## config.mk

```make
export PLATFORM = sky130hd
export DESIGN_NAME = adc_conv_seq
export DESIGN_NICKNAME = d
export VERILOG_FILES = /design/src/hw/acps_pkg.sv /design/src/hw/acps_chan_count.sv /design/src/hw/adc_conv_seq.sv
export VERILOG_INCLUDE_DIRS = /design/src /design/src/hw
export SDC_FILE = /design/constraint.sdc
export NUM_CORES = 1
export LEC_CHECK = 0
export ABC_AREA = 1
export BUFFER_PORTS_ARGS = -buffer_cell sky130_fd_sc_hd__buf_2
export CAP_MARGIN = 20
export CORE_AREA = 2 2 240 242
export CTS_CLUSTER_DIAMETER = 60
export DETAILED_ROUTE_END_ITERATION = 8
export DIE_AREA = 0 0 242 244
export GPL_TIMING_DRIVEN = 1
export SLEW_MARGIN = 10
export SYNTH_ARGS = -nofsm -noshare
export SYNTH_HDL_FRONTEND = slang
export SYNTH_SLANG_ARGS = --single-unit
```

## constraint.sdc

```tcl
create_clock -name clk_sys -period 12.15 [get_ports clk_sys]
set_clock_uncertainty 0.1 [all_clocks]
set_input_delay 2.43 -clock clk_sys [delete_from_list [all_inputs] [get_ports clk_sys]]
set_output_delay 2.43 -clock clk_sys [all_outputs]
set_load 0.005 [all_outputs]
```

## src/hw/acps_params.svh

```systemverilog
// Purpose: timing and reset constants for the conversion and power sequencer
// Assumes: 200 MHz system clock
// Notes:   counts derive from the printed times
`ifndef ACPS_PARAMS_SVH
`define ACPS_PARAMS_SVH
`define ACPS_CLK_MHZ          200
`define ACPS_NCH              8
`define ACPS_CONV_PER_CH_NS   555
`define ACPS_CONV_OFFSET_NS   35
`define ACPS_CONV_PER_CH_CYC  ((`ACPS_CONV_PER_CH_NS * `ACPS_CLK_MHZ) / 1000)
`define ACPS_CONV_OFFSET_CYC  ((`ACPS_CONV_OFFSET_NS * `ACPS_CLK_MHZ + 999) / 1000)
`define ACPS_INIT_MS          10
`define ACPS_INIT_CYC         (`ACPS_INIT_MS * 1000 * `ACPS_CLK_MHZ)
`define ACPS_RST_MS           1
`define ACPS_RST_CYC          (`ACPS_RST_MS * 1000 * `ACPS_CLK_MHZ)
`define ACPS_RANGE_DEFAULT    24'hffffff
`define ACPS_RANGE_DISABLED   3'h0
`define ACPS_RANGE_W          24
`define ACPS_CODE_W           3
`endif

```

## src/hw/acps_pkg.sv

```systemverilog
// Purpose: types for the conversion and power sequencer
// Assumes: nothing
// Notes:   one-hot state codes
package acps_pkg;
  typedef enum logic [3:0] {
    ST_NAP   = 4'h1,
    ST_CONV  = 4'h2,
    ST_PDOWN = 4'h4,
    ST_RESET = 4'h8
  } acps_state_t;
endpackage

```

## src/hw/acps_chan_count.sv

```systemverilog
// Purpose: count enabled channels and derive the conversion length
// Assumes: range word is from the same clock
// Notes:   output registered
`timescale 1ns/1ps
`default_nettype none
`include "acps_params.svh"
module acps_chan_count #(
  parameter int NCH  = `ACPS_NCH,
  parameter int CW   = 20
) (
  input  wire logic                      clk_sys,   // system clock
  input  wire logic                      sys_rst,   // sync reset
  input  wire logic [NCH*`ACPS_CODE_W-1:0] rangeWord, // per-channel codes
  output logic      [CW-1:0]             convCycles // conversion length
);
  // length of eight channels needs ten bits
  if (NCH < 1 || NCH > 8 || CW < 10)
  begin : g_bad_par
    $error("acps_chan_count: parameters out of range");
  end

  logic [NCH-1:0] chanOn;
  logic [3:0]     nOn;
  genvar g;
  generate
    for (g = 0; g < NCH; g++)
    begin : g_on
      assign chanOn[g] = rangeWord[g*`ACPS_CODE_W +: `ACPS_CODE_W] != `ACPS_RANGE_DISABLED;
    end
  endgenerate

  always_comb
  begin
    nOn = 4'h0;
    for (int i = 0; i < NCH; i++)
      nOn = nOn + {3'h0, chanOn[i]};
  end

  wire [CW-1:0] perCh  = CW'(`ACPS_CONV_PER_CH_CYC);
  wire [CW-1:0] offCyc = CW'(`ACPS_CONV_OFFSET_CYC);
  wire [CW-1:0] prod   = CW'(perCh * CW'(nOn));
  wire [CW-1:0] lenD   = (nOn == 4'h0) ? CW'(1) : CW'(prod - offCyc);

  always_ff @(posedge clk_sys)
    if (sys_rst)
      convCycles <= '0;
    else
      convCycles <= lenD;
endmodule // acps_chan_count
`default_nettype wire

```

## src/hw/adc_conv_seq.sv

```systemverilog
// Purpose: conversion, power-down and global reset sequencing
// Assumes: convert_start and power_down_pin are asynchronous pins
// Notes:   global reset hold time is a parameter
// Behaviour
// - convert-start rise samples all, starts conversion
// - conversion runs to end unless reset
// - busy high for whole conversion
// - conversion at most 555N-35 ns
// - eight channels sustain 200 ksps
// - power-down high ignores conversion requests
// - power-down during conversion waits completion
// - second power-down rise without conversion resets
// - reset clears outputs, range to 7
// - reset halts running conversion
// - power-down still applies on reset edge
// - nap after conversion, wake on start
// - interface-select picks CMOS or LVDS
// - transaction window opens after init, busy fall
// - range code 000 disables channel
// - range register resets to all ones
`timescale 1ns/1ps
`default_nettype none
`include "acps_params.svh"
module adc_conv_seq #(
  parameter int NCH      = `ACPS_NCH,
  parameter int INIT_CYC = `ACPS_INIT_CYC,
  parameter int RST_CYC  = `ACPS_RST_CYC
) (
  input  wire logic                   clk_sys,         // system clock
  input  wire logic                   sys_rst,         // sync reset
  input  wire logic                   convert_start,   // start pin
  input  wire logic                   power_down_pin,  // power-down pin
  input  wire logic                   lvdsSelect,      // interface select pin
  input  wire logic [`ACPS_RANGE_W-1:0] rangeWrData,   // new range word
  input  wire logic                   rangeWrEn,       // range write strobe
  input  wire logic [NCH*18-1:0]      convResult,      // analog core results
  output logic                        busy,            // conversion running
  output logic                        holdSample,      // sample-and-hold in hold
  output logic                        napMode,         // nap state
  output logic                        poweredDown,     // powered down
  output logic                        globalReset,     // global reset active
  output logic                        windowOpen,      // data window open
  output logic                        lvdsMode,        // lvds interface chosen
  output logic [`ACPS_RANGE_W-1:0]    rangeCfg,        // range register
  output logic [NCH*18-1:0]           laneData         // output data registers
);
  if (NCH != 8)
  begin : g_bad_nch
    $error("adc_conv_seq: NCH must be 8");
  end
  if (INIT_CYC < 1 || RST_CYC < 1)
  begin : g_bad_cnt
    $error("adc_conv_seq: bad counts");
  end

  localparam int CW = 20;
  localparam int TW = 32;

  logic cnvS1_q, cnvS2_q, cnvS3_q;
  logic pdS1_q, pdS2_q, pdS3_q;
  logic selS1_q, selS2_q;
  acps_pkg::acps_state_t state_q, state_d;
  logic [CW-1:0] convCnt_q;
  logic [CW-1:0] convCycles;
  logic [TW-1:0] rstCnt_q;
  logic [TW-1:0] initCnt_q;
  logic          pdArmed_q;
  logic          busy_q;
  logic          initDone_q;
  logic          window_q;
  logic [`ACPS_RANGE_W-1:0] range_q;
  logic [NCH*18-1:0] lane_q;

  always_ff @(posedge clk_sys)
    if (sys_rst)
    begin
      {cnvS1_q, cnvS2_q, cnvS3_q} <= 3'h0;
      {pdS1_q, pdS2_q, pdS3_q}    <= 3'h0;
      {selS1_q, selS2_q}          <= 2'h0;
    end
    else
    begin
      {cnvS1_q, cnvS2_q, cnvS3_q} <= {convert_start, cnvS1_q, cnvS2_q};
      {pdS1_q, pdS2_q, pdS3_q}    <= {power_down_pin, pdS1_q, pdS2_q};
      {selS1_q, selS2_q}          <= {lvdsSelect, selS1_q};
    end

  wire cnvRise  = cnvS2_q & ~cnvS3_q;
  wire pdRise   = pdS2_q & ~pdS3_q;
  wire pdLevel  = pdS2_q;
  wire inConv   = state_q == acps_pkg::ST_CONV;
  wire inReset  = state_q == acps_pkg::ST_RESET;
  wire rstFire  = pdRise & pdArmed_q;
  wire startOk  = cnvRise & ~pdLevel & (state_q == acps_pkg::ST_NAP);
  wire convDone = inConv & (convCnt_q == CW'(1));
  wire rstDone  = inReset & (rstCnt_q == TW'(1));

  acps_chan_count #(
    .NCH (NCH),
    .CW  (CW)
  ) u_count (
    .clk_sys    (clk_sys),
    .sys_rst    (sys_rst),
    .rangeWord  (range_q),
    .convCycles (convCycles)
  );

  always_comb
  begin
    state_d = state_q;
    case (state_q)
      acps_pkg::ST_NAP:
        if (rstFire)
          state_d = acps_pkg::ST_RESET;
        else if (pdLevel)
          state_d = acps_pkg::ST_PDOWN;
        else if (startOk)
          state_d = acps_pkg::ST_CONV;
      acps_pkg::ST_CONV:
        if (rstFire)
          state_d = acps_pkg::ST_RESET;
        else if (convDone)
          state_d = pdLevel ? acps_pkg::ST_PDOWN : acps_pkg::ST_NAP;
      acps_pkg::ST_PDOWN:
        if (rstFire)
          state_d = acps_pkg::ST_RESET;
        else if (!pdLevel)
          state_d = acps_pkg::ST_NAP;
      acps_pkg::ST_RESET:
        if (rstDone)
          state_d = pdLevel ? acps_pkg::ST_PDOWN : acps_pkg::ST_NAP;
      default:
        state_d = acps_pkg::ST_NAP;
    endcase
  end

  always_ff @(posedge clk_sys)
    if (sys_rst)
      state_q <= acps_pkg::ST_NAP;
    else
      state_q <= state_d;

  always_ff @(posedge clk_sys)
    if (sys_rst)
      convCnt_q <= '0;
    else if (startOk)
      convCnt_q <= convCycles;
    else if (inConv && convCnt_q != '0)
      convCnt_q <= convCnt_q - CW'(1);

  always_ff @(posedge clk_sys)
    if (sys_rst)
      rstCnt_q <= '0;
    else if (rstFire)
      rstCnt_q <= TW'(RST_CYC);
    else if (inReset && rstCnt_q != '0)
      rstCnt_q <= rstCnt_q - TW'(1);

  always_ff @(posedge clk_sys)
    if (sys_rst)
      pdArmed_q <= 1'b0;
    else if (startOk || rstFire)
      pdArmed_q <= 1'b0;
    else if (pdRise)
      pdArmed_q <= 1'b1;

  always_ff @(posedge clk_sys)
    if (sys_rst)
      busy_q <= 1'b0;
    else
      busy_q <= (state_d == acps_pkg::ST_CONV);

  always_ff @(posedge clk_sys)
    if (sys_rst || rstFire)
    begin
      initCnt_q  <= TW'(INIT_CYC);
      initDone_q <= 1'b0;
    end
    else if (initCnt_q != '0)
    begin
      initCnt_q  <= initCnt_q - TW'(1);
      initDone_q <= (initCnt_q == TW'(1));
    end
    else
      initDone_q <= 1'b0;

  always_ff @(posedge clk_sys)
    if (sys_rst || rstFire)
      window_q <= 1'b0;
    else if (startOk)
      window_q <= 1'b0;
    else if (initDone_q || (convDone && !rstFire))
      window_q <= 1'b1;

  always_ff @(posedge clk_sys)
    if (sys_rst || rstFire)
      range_q <= `ACPS_RANGE_DEFAULT;
    else if (rangeWrEn && !inReset)
      range_q <= rangeWrData;

  always_ff @(posedge clk_sys)
    if (sys_rst || rstFire)
      lane_q <= '0;
    else if (convDone)
      lane_q <= convResult;

  assign busy        = busy_q;
  assign holdSample  = busy_q;
  assign napMode     = state_q == acps_pkg::ST_NAP;
  assign poweredDown = state_q == acps_pkg::ST_PDOWN;
  assign globalReset = inReset;
  assign windowOpen  = window_q;
  assign lvdsMode    = selS2_q;
  assign rangeCfg    = range_q;
  assign laneData    = lane_q;
endmodule // adc_conv_seq
`default_nettype wire

```

==> results_dict.tcl, run 1 <==
set metrics [dict create \
    outcome "complete, no violations" \
    cp-startpoint "rangeCfg[0]" \
    wirelength_um 36950 \
    power.switching_mw 0.6300 \
    p_leak_nw 7.743 \
    cp.arrival_ns 6.65 \
    synth_seq_cells 280 \
    finalMaxSlewViolations 0 \
    place.gp.congestion 0.8235 \
    clk_path_buf_depth 3 \
    vias_per_cell 4.191 \
    drtIter0Drc 616 \
    synth_cells 1835 \
    wl_per_cell_um 12.58 \
    max_slew_margin 0.3658 \
    cp-end-kind "flip-flop" \
    tns_ns 0 \
    htree_levels 2 \
    grt_overflow_total 0 \
    syn_area_mm2 0.01290 \
    core_mm2 0.05617 \
    hold_viol_final 0 \
    yosysWarningCount 0 \
    min_path_type "reg -> reg" \
    r2r-start "rangeCfg[0]" \
    layout-drive-gt1-share 0.2046 \
    period_needed_ns 6.296 \
    reg2reg_depth 19 \
    antenna_found_initial 1 \
    synthesis.nets 2048 \
    area_growth_pct 28.03 \
    cts_tree "yes" \
    cts-root-buf "clkbuf_16" \
    whs_ns 0.2995 \
    internal_power_mw 1.772 \
    dieArea_mm2 0.05905 \
    finalPower_mw 2.402 \
    postCtsSetupBuffers 0 \
    cts.clk_slew.worst_paths_ns 0.06 \
    numCtsBuffers 37 \
    cap_viol_max_count 0 \
    fp-row-count 87 \
    ys_seq_area_frac 0.4344 \
    clk_latency_ns 0.55 \
    die_y_um 244 \
    fin_util 0.2941 \
    grt_pass1_wl_um 59170 \
    cts-hold-fix-buffers 0 \
    whs_endpoint "cnvS2_q" \
    die_w_um 242 \
    synth_cell_types 39 \
    p_clk_frac 0.477 \
    nets 2366 \
    netSwitchingFraction 0.2623 \
    path_max_fanout 6 \
    worstMarginPinSlew_ns 0.9491 \
    powerDensity_mw_per_mm2 145.4 \
    crit_type "reg -> reg" \
    dr.pass1.iters 5 \
    final_common_cell "nor2_1" \
    hold_path_depth 2 \
    worstPathRequired_ns 12.51 \
    worstSetupStartpointType "flip-flop" \
    ant_nets 0 \
    rr_endpoint "u_count.convCycles[6]" \
    setup_viol 0 \
    drc_errors 0 \
    peakVddDrop_v 0.00007798 \
    hpwl_um 26260 \
    cts.sinks 280 \
    grt_pass1_vias 11380 \
    rsz0062_at_grt "no" \
    start_util 0.2297 \
    grt_max_degree 118 \
    cts_resized 0 \
    grt.total_usage 0.1211 \
    mostFrequentLayoutCells "nor2_1 (510), buf_2 (348), nand2_1 (327)" \
    hold_start "cnvS1_q" \
    finalCritPeriodShare 0.5182 \
    rrSetupSlack_ns 5.85 \
    pwr-share-seq 0.402 \
    combPwrFrac 0.121 \
    vias 12310 \
    ios 349 \
    io_buffers 348 \
    max_freq_mhz 158.8 \
    avgSynthCellArea_um2 7.032 \
]
cell type report:
type,count,area (um^2)
timing repair buffer,356,1814
inverter,135,509.2
sequential,280,5605
multi-input combinational,1343,6364
clock inverter,18,250.2
clock buffer,48,1030
tap,756,945.9
antenna,1,2.502
fill,6285,39650
state kept, by name, summed over array words and instances (netlist names):
name                flops
busy                    1
cnvS1_q                 1
cnvS2_q                 1
cnvS3_q                 1
convCnt_q              20
initCnt_q              32
initDone_q              1
laneData              144
lvdsMode                1
pdArmed_q               1
pdLevel                 1
pdS1_q                  1
pdS3_q                  1
rangeCfg               24
rstCnt_q               32
selS1_q                 1
state_q                 4
u_count.convCycles     12
windowOpen              1
worst max path at each step:
stage	slack, ns	endpoint
floorplan	6.17	u_count.convCycles[6]
global placement	5.86	u_count.convCycles[6]
detailed placement	5.84	u_count.convCycles[6]
CTS	5.81	u_count.convCycles[6]
global route	5.37	u_count.convCycles[6]
finish	5.85	u_count.convCycles[6]
critical path: stages (launching register included):
cell     delay (ns)
dfxtp_1        0.31
or3_1          0.38
ha_1           0.32
fa_1           0.53
inv_1          0.05
fa_1           0.50
fa_1           0.46
fa_1           0.39
xor2_1         0.31
inv_1          0.16
ha_1           0.34
inv_1          0.09
fa_1           0.50
fa_1           0.52
inv_1          0.04
ha_1           0.35
a21oi_1        0.25
o21ai_0        0.18
or2_2          0.31
a21oi_1        0.11
synth_stat cells:
cell / number / area [um^2]
a211oi_1: 1 / 7.510
a21oi_1: 68 / 340.3
a31oi_1: 1 / 6.260
buf_1: 7 / 26.28
buf_2: 21 / 105.1
buf_4: 4 / 30.03
buf_6: 13 / 146.4
clkbuf_1: 32 / 120.1
dfxtp_1: 280 / 5605
fa_1: 9 / 180.2
ha_1: 30 / 375.4
inv_1: 130 / 488.0
inv_2: 5 / 18.77
mux2i_1: 3 / 30.03
nand2_1: 327 / 1227
nand2_2: 3 / 18.77
nand2_4: 1 / 11.26
nand3_1: 85 / 425.4
nand3b_1: 5 / 37.54
nand3b_2: 1 / 11.26
nand3b_4: 1 / 20.02
nand4_1: 18 / 112.6
nor2_1: 510 / 1914
nor2_2: 7 / 43.79
nor2_4: 6 / 67.56
nor3_1: 16 / 80.08
nor3_2: 1 / 10.01
nor3_4: 1 / 16.27
nor3b_1: 1 / 7.510
nor4_1: 1 / 6.260
o21a_1: 1 / 7.510
o21ai_0: 132 / 660.6
o21ai_1: 61 / 305.3
o22ai_1: 1 / 6.260
o31ai_1: 1 / 7.510
or2_2: 4 / 25.02
or3_1: 4 / 25.02
xnor2_1: 24 / 210.2
xor2_1: 19 / 166.4
power groups by stage:
stage | logic, mW | registers, mW | clock network (mW)
after global routing | 0.338 | 0.969 | 1.22
after detailed placement | 0.291 | 0.986 | 0
after CTS | 0.293 | 0.966 | 1.19
final | 0.292 | 0.966 | 1.14
after floorplan | 0.208 | 0.981 | 0
after global placement | 0.291 | 0.985 | 0
kinds of logic (layout without fill, tap and decap cells):
group,Yosys count,after routing,synth area share
AOI/OAI and AO/OA,266,266,0.1039
buffers and inverters,212,557,0.07243
and+or+nand+nor,992,992,0.3147
DFF,280,280,0.4344
xor gates and xnor gates,43,43,0.02919
adders and majority gates,39,39,0.04305
muxes,3,3,0.002327
other,0,1,0
per-stage QoR:
step | area (um^2) | std cells | setup slack, ns
after floorplan | 12900 | 1835 | 6.166
after global placement | 15220 | 2869 | 5.857
after detailed placement | 15220 | 2869 | 5.841
after CTS | 16500 | 2935 | 5.808
after global routing | 16520 | 2936 | 5.373
final | 16520 | 2937 | 5.854
metal layers:
| metal | wire length [um] | part of all wire | global-route usage | vias to the layer above |
|---|---|---|---|---|
| li1 | - | - | - | 6466 |
| met1 | 16020 | 0.43 | 0.1463 | 5453 |
| met2 | 17360 | 0.47 | 0.2070 | 317 |
| met3 | 2444 | 0.066 | 0.02985 | 72 |
| met4 | 1114 | 0.030 | 0.04666 | 2 |
| met5 | 13 | 0.00035 | 0 | - |
Power figures use the tool's default switching activity.
==> inputs of run 2 (changes only) <==
Clock period 12.15 ns to 6.4 ns, I/O delays scaled along.
==> run 2 against run 1 <==
  * Die area stayed put
  * Core utilization up 0.20 points
  * Clock power is 98% higher
  * Worst hold slack worse by 0.00065 ns
  * Register-to-register slack got worse by 5.5 ns
  * Flip-flop and latch count unchanged
  * Highest routed layer unchanged
  * Global-route usage is 0.12 points higher
  * Critical path depth did not move
  * Via count rose by 0.46%
==> results_dict.tcl, run 2 (synthesized netlist as in run 1, its figures left out) <==
set metrics [dict create \
    clk_latency_ns 0.54 \
    die_w_um 242 \
    setup_viol 0 \
    wirelength_um 36700 \
    drc_errors 0 \
    grt.total_usage 0.1223 \
    dieArea_mm2 0.05905 \
    cp-end-kind "flip-flop" \
    grt_overflow_total 0 \
    place.gp.congestion 0.8446 \
    vias 12370 \
    final_common_cell "nor2_1" \
    io_buffers 348 \
    hold_viol_final 0 \
    cp.arrival_ns 6.43 \
    place_inst 2873 \
    tns_ns 0 \
    finalCritPeriodShare 0.9464 \
    rrSetupSlack_ns 0.34 \
    cts-root-buf "clkbuf_16" \
    grt_pass1_vias 11690 \
    ant_nets 0 \
    grt_pass1_wl_um 59940 \
    path_max_fanout 6 \
    die_y_um 244 \
    wl_per_cell_um 12.47 \
    cts.sinks 280 \
    crit_type "reg -> reg" \
    routed.top_layer "met5" \
    start_util 0.2297 \
    outcome "complete, no violations" \
    cts.clk_slew.worst_paths_ns 0.06 \
    ios 349 \
    max_freq_mhz 165.1 \
    p_leak_nw 7.811 \
    dr.pass1.iters 6 \
    clk_path_buf_depth 3 \
    cap_viol_max_count 0 \
    fin_cells 2944 \
    worstSetupStartpointType "flip-flop" \
    worstMarginPinSlew_ns 0.9513 \
    fp-row-count 87 \
    peakVddDrop_v 0.0001425 \
    cts_tree "yes" \
    drtIter0Drc 627 \
    wl_met1_um 16500 \
    rsz0062_at_grt "no" \
    core_mm2 0.05617 \
    grt_max_degree 95 \
    area_growth_pct 28.93 \
    powerDensity_mw_per_mm2 279.3 \
    period_needed_ns 6.057 \
    numCtsBuffers 39 \
    nets 2371 \
    dr_wl_met2_um 16770 \
    antenna_found_initial 1 \
    hpwl_um 26200 \
    largest_reg_flops 144 \
    wl_met3_um 2262 \
    finalMaxSlewViolations 0 \
    layout-drive-gt1-share 0.2094 \
    mostFrequentLayoutCells "nor2_1 (510), buf_2 (348), nand2_1 (327)" \
    vias_per_cell 4.201 \
    worstPathRequired_ns 6.77 \
    min_path_type "reg -> reg" \
    htree_levels 2 \
    max_slew_margin 0.3658 \
]
==> run 2: worst max-delay path, cell delays in order (launching register included) <==
cell and delay [ns]:
dfxtp_1 0.32, or3_1 0.37, ha_1 0.32, fa_1 0.54
inv_1 0.05, fa_1 0.50, fa_1 0.47, fa_1 0.39
xor2_1 0.19, inv_1 0.12, ha_1 0.35, inv_1 0.10
fa_1 0.51, fa_1 0.52, inv_1 0.04, ha_1 0.36
a21oi_2 0.20, o21ai_1 0.12, or2_2 0.29, a21oi_1 0.11
==> run 2: area by class of cell <==
| type | instances | area (um^2) |
|---|---|---|
| diodes | 1 | 2.502 |
| clock buffers | 50 | 1120 |
| clock inverters | 20 | 249.0 |
| fillers | 6226 | 39530 |
| inverters | 135 | 509.2 |
| multi-input cells | 1343 | 6367 |
| flip-flops and latches | 280 | 5605 |
| well taps | 756 | 945.9 |
| repair buffers | 359 | 1837 |
==> run 2: final timing paths <==
path                from                     to  depth (start not counted)
max          rangeCfg[0]  u_count.convCycles[6]                         19
min reg2reg      selS1_q               lvdsMode                          2
min              selS1_q               lvdsMode                          2
max reg2reg  rangeCfg[0]  u_count.convCycles[6]                         19
==> run 2: repair_timing <==
action | CTS | global route
resized for setup | 0 | 3
setup buffers | 0 | 0
hold buffers | 0 | 0
endpoints found under the setup margin | 0 | 3
==> run 2: stage by stage <==
step | hold WS [ns] | setup WS, ns | instance area, um^2 | total power [mW] | utilization
2_1_floorplan | 0.2883 | 0.4165 | 12900 | 2.257 | -
3_3_place_gp | 0.2897 | 0.2164 | 15260 | 2.425 | 0.2717
3_5_place_dp | 0.2940 | 0.2269 | 15260 | 2.425 | 0.2717
4_1_cts | 0.3017 | 0.2073 | 16630 | 4.736 | 0.2961
6_report | 0.2988 | 0.3431 | 16640 | 4.646 | 0.2962
5_1_grt | 0.3249 | 0.007208 | 16630 | 4.900 | 0.2961
==> run 2: per-layer routing <==
metal	track usage	vias up
li1	-	6468
met1	0.1489	5510
met2	0.2059	314
met3	0.03227	73
met4	0.04720	2
met5	0	-
==> run 2: where the power goes <==
part	switching (mW)	internal (mW)	total, mW
logic	0.334	0.220	0.555
clock network	0.842	1.42	2.26
registers	0.0373	1.80	1.83
==> inputs of run 3 (changes only) <==
Clock period 6.4 ns to 6.5 ns, I/O delays scaled along.
==> run 3 against run 2 <==
  * Register-to-register slack gained 0.06 ns
  * Cell count unchanged
  * First-iteration DRC count down 9.4%
  * Sequential share of layout area up 0.12 points
  * Combinational power decreased by 2%
  * Sequential power hardly changed
  * Power fell by 3.3%
  * Non-clock buffer count is 1 higher
  * Die area did not move
  * Cell area fell by 0.35%
  * Highest routed layer is now met4
  * Flip-flop and latch count did not move
  * Critical endpoint unchanged
==> results_dict.tcl, run 3 (synthesized netlist as in run 1, its figures left out) <==
set metrics [dict create \
    r2r-start "rangeCfg[0]" \
    cpPeakStageDelay_ns 0.54 \
    place.gp.congestion 0.8416 \
    io_buffers 348 \
    grt-busiest-layer "met2" \
    cp.arrival_ns 6.48 \
    cts_resized 0 \
    finalMaxSlewViolations 0 \
    hpwl_um 25950 \
    cp-startpoint "rangeCfg[0]" \
    htree_levels 2 \
    powerDensity_mw_per_mm2 271.1 \
    path_common_cell "fa_1" \
    rsz0062_at_grt "no" \
    internal_power_mw 3.290 \
    grt_util_met1 0.1487 \
    cts_tree "yes" \
    vias_per_cell 4.168 \
    netSwitchingFraction 0.2680 \
    postCtsSetupBuffers 0 \
    rrSetupSlack_ns 0.40 \
    cp_cell_sequence "or3_1, ha_1, fa_1, inv_1, fa_1, fa_1, fa_1, xor2_1, inv_1, ha_1, inv_1, fa_1, fa_1, inv_1, ha_1, a21oi_1, o21ai_1, or2_2, a21oi_1" \
    core_mm2 0.05617 \
    grt_overflow_total 0 \
    tns_ns 0 \
    outcome "complete, no violations" \
    wirelength_um 36560 \
    grt_pass1_wl_um 58670 \
    clk_path_buf_depth 3 \
    nets 2372 \
    fp-row-count 87 \
    fin_cells 2944 \
    grt_pass1_vias 11420 \
    start_util 0.2297 \
    worstMarginPinSlew_ns 0.9053 \
    hold_viol_final 0 \
    place_inst 2874 \
    cap_viol_max_count 0 \
    crit_buf_inv 4 \
    layout-drive-gt1-share 0.2086 \
    dieArea_mm2 0.05905 \
    crit_type "reg -> reg" \
    cts-root-buf "clkbuf_16" \
    cts.clk_slew.worst_paths_ns 0.06 \
    max_freq_mhz 164.0 \
    p_clk_frac 0.477 \
    cts-hold-fix-buffers 0 \
    power.switching_mw 1.204 \
    numCtsBuffers 39 \
    cp-end-kind "flip-flop" \
    antenna_found_initial 1 \
    min_path_type "reg -> reg" \
    die_w_um 242 \
    mostFrequentLayoutCells "nor2_1 (510), buf_2 (348), nand2_1 (327)" \
    largest_reg_flops 144 \
    pwr-share-seq 0.402 \
    drc_errors 0 \
    setup_viol 0 \
    dr.pass1.iters 5 \
    combPwrFrac 0.121 \
    path_delay_family "adder cells" \
    drtIter0Drc 568 \
    ios 349 \
    crit_slowest_cell "fa_1" \
    use_met3 0.03128 \
    worstPathRequired_ns 6.88 \
    period_needed_ns 6.098 \
    ant_nets 0 \
    grt_max_degree 95 \
    grt.total_usage 0.1200 \
    wl_per_cell_um 12.42 \
    path_max_fanout 6 \
    worstSetupStartpointType "flip-flop" \
    clk_latency_ns 0.55 \
    vias 12270 \
    peakVddDrop_v 0.0001454 \
    max_slew_margin 0.3965 \
    hold_start "selS1_q" \
    p_leak_nw 7.782 \
    cts.sinks 280 \
    final_common_cell "nor2_1" \
    finalCritPeriodShare 0.9382 \
    area_growth_pct 28.48 \
    grt_util_met2 0.2011 \
    die_y_um 244 \
]
-- run 3: cell types whose count changed in the layout (fill, tap and decap cells not counted), sizes merged --
| cell | change |
|---|---|
| diode | +1 |
| bufinv | -2 |
| buf | +1 |
-- run 3: through the flow --
stage / hold WS (ns) / cell area (um^2) / util / setup slack (ns) / power (mW)
final: 0.2992 / 16580 / 0.2952 / 0.4015 / 4.494
after global placement: 0.2894 / 15260 / 0.2716 / 0.3061 / 2.387
after global routing: 0.3137 / 16580 / 0.2951 / 0.06546 / 4.733
after floorplan: 0.2883 / 12900 / - / 0.5165 / 2.223
after CTS: 0.3007 / 16570 / 0.2951 / 0.3003 / 4.570
after detailed placement: 0.2927 / 15260 / 0.2716 / 0.3215 / 2.385
-- run 3: layout make-up --
cell class,count,area (um^2)
well taps,756,945.9
fillers,6181,39590
clock buffers,50,1109
flip-flops and latches,280,5605
clock inverters,18,209.0
multi-input cells,1343,6364
repair buffers,360,1832
inverters,135,509.2
diodes,2,5.005
-- run 3: layer usage --
metal  routed length, um  vias to the layer above  share of wire
met1               16500                     5429           0.45
li1                    -                     6472              -
met2               16770                      304           0.46
met5                   0                        -              0
met4                 963                        0          0.026
met3                2326                       66          0.064
-- run 3: worst reg2reg max path, stage by stage (launching register included) --
cell	delay, ns
dfxtp_1	0.32
or3_1	0.37
ha_1	0.32
fa_1	0.54
inv_1	0.05
fa_1	0.50
fa_1	0.47
fa_1	0.39
xor2_1	0.19
inv_1	0.12
ha_1	0.34
inv_1	0.10
fa_1	0.51
fa_1	0.52
inv_1	0.04
ha_1	0.35
a21oi_1	0.25
o21ai_1	0.14
or2_2	0.29
a21oi_1	0.12
-- run 3: path summary, 6_finish.rpt --
path	cells past startpoint	endpoint
setup / recovery	19	u_count.convCycles[6]
hold / removal	2	lvdsMode
setup reg to reg	19	u_count.convCycles[6]
hold reg to reg	2	lvdsMode
-- run 3: power by group through the flow --
stage / registers [mW] / logic (mW) / clock network [mW]
2_1_floorplan: 1.83 / 0.389 / 0
3_3_place_gp: 1.84 / 0.546 / 0
3_5_place_dp: 1.84 / 0.543 / 0
4_1_cts: 1.80 / 0.548 / 2.22
5_1_grt: 1.81 / 0.633 / 2.29
6_report: 1.81 / 0.544 / 2.14
